**src/host_port_sync.sv**
```systemverilog
// constants for the codec host port, and the pin synchroniser
//
// Function
// - raise capture request when sample ready
// - hold capture request until all bytes read
// - capture ack with read means DMA read
// - raise playback request when space exists
// - hold playback request until sample written
// - playback ack with write means DMA write
// - register select picks the direct register
// - read strobe returns register or capture byte
// - write strobe loads register or playback byte
// - register strobes need chip select low
// - chip select ignored during DMA cycles
// - buffer enable low only in qualified cycles
// - direction high for writes and idle
// - direction low only in qualified reads
// - all traffic uses the eight-bit data bus
package host_port_pkg;
   localparam int DATA_W = 8;
   localparam int SEL_W = 2;
   localparam int SAMPLE_BYTES = 4;
   localparam int SYNC_STAGES = 2;
   // pins idle high; data bus idles high through pull-ups
   localparam logic [14:0] PIN_RESET = 15'h7fff;
   localparam logic [SEL_W-1:0] SEL_RESET = 2'h0;
   localparam logic [DATA_W-1:0] BYTE_RESET = 8'h00;

   // ------------------------------------------------------------
   // bus cycle states, gray in listed order idle, reg read, cap read, pb write, reg write
   // ------------------------------------------------------------
   typedef enum logic [2:0] {
      S_IDLE = 3'h0,
      S_REG_RD = 3'h1,
      S_CAP_RD = 3'h3,
      S_PB_WR = 3'h2,
      S_REG_WR = 3'h6
   } cycle_state_t;
endpackage : host_port_pkg

`timescale 1ns/1ps
module host_port_sync #(
   parameter int WIDTH = 15,
   parameter logic [WIDTH-1:0] RESET_VALUE = '1
) (
   input wire logic clock,
   input wire logic resetn,
   input wire logic [WIDTH-1:0] async_in,
   output logic [WIDTH-1:0] sync_out
);
   logic [WIDTH-1:0] meta_q;
   logic [WIDTH-1:0] meta_d;
   logic [WIDTH-1:0] sync_d;

   // first stage is read only by the second stage
   always_comb begin
      meta_d = async_in;
      sync_d = meta_q;
   end

   always_ff @(posedge clock or negedge resetn) begin
      if (!resetn) begin
         meta_q <= RESET_VALUE;
         sync_out <= RESET_VALUE;
      end else begin
         meta_q <= meta_d;
         sync_out <= sync_d;
      end
   end
endmodule : host_port_sync

```
**src/codec_host_parallel_port.sv**
```systemverilog
// byte-wide strobe-driven host port with register and DMA sample paths
`timescale 1ns/1ps
module codec_host_parallel_port #(
   parameter int SAMPLE_BYTES = host_port_pkg::SAMPLE_BYTES
) (
   input wire logic clock,
   input wire logic resetn,
   // host pins
   input wire logic read_strobe_n,
   input wire logic write_strobe_n,
   input wire logic chip_select_n,
   input wire logic capture_ack_n,
   input wire logic playback_ack_n,
   input wire logic [host_port_pkg::SEL_W-1:0] register_select,
   input wire logic [host_port_pkg::DATA_W-1:0] host_data_in,
   output logic [host_port_pkg::DATA_W-1:0] host_data_out,
   output logic host_data_oe_n,
   output logic capture_request,
   output logic playback_request,
   output logic buffer_enable_n,
   output logic buffer_direction,
   // register side
   output logic reg_read_stb,
   output logic reg_write_stb,
   output logic [host_port_pkg::SEL_W-1:0] reg_select_q,
   output logic [host_port_pkg::DATA_W-1:0] reg_wdata,
   input wire logic [host_port_pkg::DATA_W-1:0] reg_rdata,
   // sample side
   input wire logic cap_load,
   input wire logic [host_port_pkg::DATA_W*SAMPLE_BYTES-1:0] cap_sample,
   output logic cap_ready,
   input wire logic pb_space,
   output logic pb_valid,
   output logic [host_port_pkg::DATA_W*SAMPLE_BYTES-1:0] pb_sample
);
   import host_port_pkg::*;

   localparam int IDX_W = (SAMPLE_BYTES > 1) ? $clog2(SAMPLE_BYTES) : 1;
   localparam logic [IDX_W-1:0] LAST_IDX = IDX_W'(SAMPLE_BYTES - 1);
   localparam int SW = DATA_W * SAMPLE_BYTES;

   // ------------------------------------------------------------
   // pin synchronisers
   // ------------------------------------------------------------
   logic [14:0] pins_s;
   logic rd_s, wr_s, cs_s, cak_s, pak_s;
   logic [SEL_W-1:0] sel_s;
   logic [DATA_W-1:0] data_s;

   host_port_sync #(.WIDTH(15), .RESET_VALUE(PIN_RESET)) u_sync (
      .clock(clock),
      .resetn(resetn),
      .async_in({read_strobe_n, write_strobe_n, chip_select_n, capture_ack_n,
                 playback_ack_n, register_select, host_data_in}),
      .sync_out(pins_s)
   );

   assign {rd_s, wr_s, cs_s, cak_s, pak_s, sel_s, data_s} = pins_s;

   // ------------------------------------------------------------
   // cycle qualification
   // ------------------------------------------------------------
   logic dma_rd, dma_wr, reg_rd, reg_wr, no_ack;
   always_comb begin
      no_ack = cak_s & pak_s;
      dma_rd = !rd_s & !cak_s;
      dma_wr = !wr_s & !pak_s;
      reg_rd = !rd_s & !cs_s & no_ack;
      reg_wr = !wr_s & !cs_s & no_ack;
   end

   function automatic logic is_read(input cycle_state_t s);
      return (s == S_REG_RD) || (s == S_CAP_RD);
   endfunction : is_read

   // ------------------------------------------------------------
   // cycle state and pin drivers
   // ------------------------------------------------------------
   cycle_state_t state_q, state_d;
   logic [DATA_W-1:0] dout_d, wbyte_q, wbyte_d;
   logic oe_n_d, ben_d, dir_d, rstb_d, wstb_d;
   logic [SEL_W-1:0] sel_d;
   logic cap_done, pb_done;
   logic [SW-1:0] cap_buf_q, cap_buf_d, pb_buf_q, pb_buf_d, pb_sample_d;
   logic [IDX_W-1:0] cap_idx_q, cap_idx_d, pb_idx_q, pb_idx_d;
   logic cap_req_d, pb_req_d, pb_valid_d;

   always_comb begin
      state_d = state_q;
      wbyte_d = wbyte_q;
      sel_d = reg_select_q;
      rstb_d = 1'b0;
      wstb_d = 1'b0;
      cap_done = 1'b0;
      pb_done = 1'b0;
      case (state_q)
         S_IDLE: begin
            // DMA acks take priority; chip select is then irrelevant
            if (dma_rd) begin
               state_d = S_CAP_RD;
            end else if (dma_wr) begin
               state_d = S_PB_WR;
            end else if (reg_rd) begin
               state_d = S_REG_RD;
               sel_d = sel_s;
               rstb_d = 1'b1;
            end else if (reg_wr) begin
               state_d = S_REG_WR;
               sel_d = sel_s;
            end
         end
         S_REG_RD, S_CAP_RD: begin
            if (rd_s) begin
               state_d = S_IDLE;
               cap_done = (state_q == S_CAP_RD);
            end
         end
         S_PB_WR, S_REG_WR: begin
            // keep the last byte seen while the strobe was low
            if (wr_s) begin
               state_d = S_IDLE;
               pb_done = (state_q == S_PB_WR);
               wstb_d = (state_q == S_REG_WR);
            end else begin
               wbyte_d = data_s;
            end
         end
         default: state_d = S_IDLE;
      endcase
      ben_d = (state_d == S_IDLE);
      dir_d = !is_read(state_d);
      oe_n_d = !is_read(state_d);
      if (state_d == S_CAP_RD) begin
         dout_d = cap_buf_q[DATA_W*cap_idx_q +: DATA_W];
      end else if (state_d == S_REG_RD) begin
         dout_d = reg_rdata;
      end else begin
         dout_d = host_data_out;
      end
   end

   // ------------------------------------------------------------
   // capture and playback sample buffers
   // ------------------------------------------------------------
   always_comb begin
      cap_buf_d = cap_buf_q;
      cap_idx_d = cap_idx_q;
      cap_req_d = capture_request;
      if (cap_done && capture_request) begin
         if (cap_idx_q == LAST_IDX) begin
            cap_req_d = 1'b0;
         end else begin
            cap_idx_d = cap_idx_q + 1'b1;
         end
      end else if (cap_load && !capture_request) begin
         cap_buf_d = cap_sample;
         cap_idx_d = '0;
         cap_req_d = 1'b1;
      end
      pb_buf_d = pb_buf_q;
      pb_idx_d = pb_idx_q;
      pb_req_d = playback_request;
      pb_valid_d = 1'b0;
      pb_sample_d = pb_sample;
      if (pb_done && playback_request) begin
         pb_buf_d[DATA_W*pb_idx_q +: DATA_W] = wbyte_q;
         if (pb_idx_q == LAST_IDX) begin
            pb_req_d = 1'b0;
            pb_idx_d = '0;
            pb_valid_d = 1'b1;
            pb_sample_d = pb_buf_d;
         end else begin
            pb_idx_d = pb_idx_q + 1'b1;
         end
      end else if (!playback_request && pb_space) begin
         pb_req_d = 1'b1;
      end
   end

   always_ff @(posedge clock or negedge resetn) begin
      if (!resetn) begin
         state_q <= S_IDLE;
         wbyte_q <= BYTE_RESET;
         host_data_out <= BYTE_RESET;
         host_data_oe_n <= 1'b1;
         buffer_enable_n <= 1'b1;
         buffer_direction <= 1'b1;
         reg_read_stb <= 1'b0;
         reg_write_stb <= 1'b0;
         reg_select_q <= SEL_RESET;
         reg_wdata <= BYTE_RESET;
         cap_buf_q <= '0;
         cap_idx_q <= '0;
         capture_request <= 1'b0;
         cap_ready <= 1'b1;
         pb_buf_q <= '0;
         pb_idx_q <= '0;
         playback_request <= 1'b0;
         pb_valid <= 1'b0;
         pb_sample <= '0;
      end else begin
         state_q <= state_d;
         wbyte_q <= wbyte_d;
         host_data_out <= dout_d;
         host_data_oe_n <= oe_n_d;
         buffer_enable_n <= ben_d;
         buffer_direction <= dir_d;
         reg_read_stb <= rstb_d;
         reg_write_stb <= wstb_d;
         reg_select_q <= sel_d;
         reg_wdata <= wstb_d ? wbyte_q : reg_wdata;
         cap_buf_q <= cap_buf_d;
         cap_idx_q <= cap_idx_d;
         capture_request <= cap_req_d;
         cap_ready <= !cap_req_d;
         pb_buf_q <= pb_buf_d;
         pb_idx_q <= pb_idx_d;
         playback_request <= pb_req_d;
         pb_valid <= pb_valid_d;
         pb_sample <= pb_sample_d;
      end
   end
endmodule : codec_host_parallel_port

```
**config.mk**
```make
export PLATFORM = sky130hd
export DESIGN_NAME = codec_host_parallel_port
export DESIGN_NICKNAME = d
export VERILOG_FILES = /design/src/host_port_sync.sv /design/src/codec_host_parallel_port.sv
export SDC_FILE = /design/constraint.sdc
export NUM_CORES = 1
export LEC_CHECK = 0
export BUFFER_PORTS_ARGS = -buffer_cell sky130_fd_sc_hd__buf_2
export CORE_UTILIZATION = 30
export DETAILED_ROUTE_END_ITERATION = 6
export PLACE_DENSITY = 0.5
export SYNTH_ARGS = -nofsm -noshare
export SYNTH_HDL_FRONTEND = slang
export SYNTH_HIERARCHICAL = 1
export SYNTH_SLANG_ARGS = --single-unit
```
**constraint.sdc**
```tcl
create_clock -name clock -period 4.8 [get_ports clock]
set_input_delay 1.44 -clock clock [delete_from_list [all_inputs] [get_ports clock]]
set_output_delay 1.44 -clock clock [all_outputs]
set_load 0.05 [all_outputs]
```
==> flow_summary.yaml <==
status:
  run_status: "finished with violations"
  failing_checks: "DRC"
die:
  die_h_um: 152
  die_x_um: 152
  start_util: 0.307
  top_level_ports: 118
  design.core.area_um2: 22000
  floorplan.die_area_um2: 23100
  placement_rows: 54
placed_design:
  placed_cells_incl_taps: 897
  placement.io_buffers: 117
  gpl.final_weighted_congestion: 0.760
  dp.final_hpwl_um: 10300
synthesis:
  share_of_synthesized_area_spent_on_multiplexers: 0.112
  synthesis.area_um2: 6740
  yosys.cell_types.count: 42
  post_synth_and_or_nand_nor_area_fraction: 0.112
  syn-mean-instance-area_um2: 12.6
  yosys-top-cells-count: "sky130_fd_sc_hd__dfrtp_1, sky130_fd_sc_hd__nand2_1, sky130_fd_sc_hd__mux2_2, sky130_fd_sc_hd__o21ai_0, sky130_fd_sc_hd__nor2b_1"
  ys_ff_latch: 167
  netlist.area_leader.share: 0.497
  synth-adder-area-share: 0.0130
  yosysTopAreaCell: "sky130_fd_sc_hd__dfrtp_1"
  synth_ff_type: "sky130_fd_sc_hd__dfrtp_1"
  dominant_combinational_cell_family_by_area_after_synthesis: "simple AND/OR/NAND/NOR gates"
  synth.top_cells.by_area: "sky130_fd_sc_hd__dfrtp_1, sky130_fd_sc_hd__dfstp_2, sky130_fd_sc_hd__mux2_2"
  synth-seq-area-share: 0.626
  synth_most_common_cell: "sky130_fd_sc_hd__dfrtp_1"
  synth_nets: 600
  syn_inst: 534
  synth_async_sr_flop_share: 1.00
  yosys_warnings: 6
  synth-edff-count: 0
  synth-compound-area-share: 0.109
  synth_xor_area_frac: 0
grt:
  global_route.overflow_total: 0
  grt_pass1_wl_um: 24500
  grt_antenna_before_repair: 3
  first_global_vias: 4396
  grt_usage: 0.138
  grt_start_max_net_pins: 103
cts:
  cts-root-buf: "sky130_fd_sc_hd__clkbuf_16"
  cts_htree_levels: 4
  cts-resized-gates: 0
  tritoncts: "yes"
  clock_insertion_delay_worst_skew_ns: 0.43
  numCtsBuffers: 17
  path_clk_slew_ns: 0.06
  postCtsSetupBuffers: 0
  cts.sink_count: 167
  cts_hold_repair.buffers: 0
  cts_max_path_buffers: 2
timing:
  worst_clock_skew_ns: 0.0115
  setup_tns_ns: 0
  hold_viol_final: 0
  slew_viols_final: 0
  rsz_0062_raised_after_global_routing: "no"
  worst-slew-pin-transition_ns: 1.19
  max_slew_margin_vs_limit: 0.196
  clock.fmax_mhz: 369
  final_worst_path_period_share: 0.565
  setup_violations: 0
  fin_hold_ws_ns: 0.355
  final_period_minus_worst_setup_slack_ns: 2.71
power:
  share_clk_of_total_power: 0.249
  static-leakage-power_nw: 3.75
  pwr-share-seq: 0.433
  share_comb_of_total_power: 0.317
  post-layout-total-power_w: 0.00530
  power_density_nw_per_um2: 651
  intPower_w: 0.00329
  netSwitchingFraction: 0.379
  power_dissipated_by_switching_net_loads_w: 0.00201
  ir_drop_uv: 393
cells_and_area:
  insertedDiodeCount: 0
  final_layout_size_suffix_gt1_frac: 0.387
  final_core_util: 0.371
  finalNetCount: 702
  num-fill-cells: 2174
  final-instance-count-excl-fill: 929
  area_growth_synth_to_finish_pct: 20.7
critical_path:
  worst_ep_required_time_ns: 5.16
  launch_instance_of_the_worst_register_to_register_path: "pb_idx_q[0]"
  worst_setup_path_end_kind: "flip-flop"
  critPathArrivalTime_ns: 3.07
  worst_reg_to_reg_setup_slack_ns: 2.09
  worst_case_reg_to_reg_path_depth: 5
  worst_setup_path_start_kind: "flip-flop"
  critical_path.reg2reg.endpoint: "pb_buf_q[17]"
  timing_worst_setup_path_type: "reg2reg"
  path_max_fanout: 9
run:
  cap_violations: 0
drt:
  initialDrtViolationCount: 200
  wl_per_cell_um: 16.3
  drc_violation_count_after_routing: 7
  dr_total_vias: 4366
  detail_route_antenna_nets: 0
  routed_via_density: 4.70
  wl_um: 15200
  drt_pre_antenna_iters: 7
hold_path:
  holdPathEnd: "u_sync/sync_out[10]"
  holdPathStages: 0
  timing.hold.worst.class: "reg2reg"
  min-delay-start: "u_sync/meta_q[10]"
==> final cells by class <==
cell class                 count  area, µm²  share of cell area
multi-input combinational    323       2330               0.287
clock buffer                  21        493              0.0606
inverter                       7       31.3             0.00384
timing repair buffer         120        627              0.0770
tap                          280        350              0.0430
clock inverter                11       83.8              0.0103
sequential                   167       4220               0.519
==> worst max-delay path by stage <==
stage	start	end	cells past startpoint
after global placement	pb_idx_q[0]	pb_buf_q[3]	5
after CTS	pb_idx_q[0]	pb_buf_q[21]	5
final	pb_idx_q[0]	pb_buf_q[17]	5
after global routing	pb_idx_q[0]	pb_buf_q[5]	5
after detailed placement	pb_idx_q[0]	pb_buf_q[5]	5
after floorplan	cap_load	cap_buf_q[10]	4
==> logic make-up (layout without fill, tap and decap cells) <==
group,count (synthesis),count (layout)
flops,167,167
simple gates,141,141
compound gates,116,116
mux,59,59
buf+inv,44,159
fa+ha+maj,7,7
==> power groups by stage <==
stage / registers [W] / clock network [W] / logic (W)
2_1_floorplan: 0.00253 / 0 / 0.000982
3_3_place_gp: 0.00230 / 0 / 0.00166
3_5_place_dp: 0.00232 / 0 / 0.00170
4_1_cts: 0.00230 / 0.00136 / 0.00171
5_1_grt: 0.00237 / 0.00143 / 0.00182
6_report: 0.00229 / 0.00132 / 0.00168
==> stage by stage <==
step | worst slack, ns | instance area (µm²)
5_1_grt | 1.88 | 8140
4_1_cts | 2.11 | 8140
3_5_place_dp | 2.12 | 7560
2_1_floorplan | 2.16 | 6740
3_3_place_gp | 2.22 | 7560
6_report | 2.09 | 8140
==> placed cells by master, fill, tap and decap left out, types with 9 or more instances in the layout <==
| cell type | instances |
|---|---|
| sky130_fd_sc_hd__dfrtp_1 | 134 |
| sky130_fd_sc_hd__buf_2 | 116 |
| sky130_fd_sc_hd__nand2_1 | 59 |
| sky130_fd_sc_hd__mux2_2 | 51 |
| sky130_fd_sc_hd__o21ai_0 | 38 |
| sky130_fd_sc_hd__nor2b_1 | 36 |
| sky130_fd_sc_hd__a21oi_1 | 33 |
| sky130_fd_sc_hd__dfstp_2 | 33 |
| sky130_fd_sc_hd__a22o_1 | 32 |
| sky130_fd_sc_hd__clkbuf_16 | 19 |
| sky130_fd_sc_hd__nor2_1 | 11 |
| sky130_fd_sc_hd__nand3_1 | 9 |
==> critical path, cell delays in order, from the launching register on <==
cell and delay, ns:
sky130_fd_sc_hd__dfrtp_1 0.47, sky130_fd_sc_hd__inv_1 0.15, sky130_fd_sc_hd__ha_1 0.40, sky130_fd_sc_hd__nor4bb_1 1.02
sky130_fd_sc_hd__and2_1 0.41, sky130_fd_sc_hd__a22o_1 0.20
==> sequential cells by signal (all words and copies together) (netlist names), 2 cells and up <==
signal	flops
cap_buf_q	32
reg_select_q	2
u_sync/sync_out	15
wbyte_q	8
pb_sample	32
state_q	3
cap_idx_q	2
pb_buf_q	32
u_sync/meta_q	15
reg_wdata	8
host_data_out	8
pb_idx_q	2
==> routing by layer <==
layer  vias to the layer above  share of wire  global-route usage
met4                         2          0.011              0.0350
met2                       141           0.44               0.205
met1                      2131           0.47               0.186
met3                        16          0.078              0.0542
li1                       2076              -                   -
met5                         -        0.00066                   0
Power figures use the tool's default switching activity.
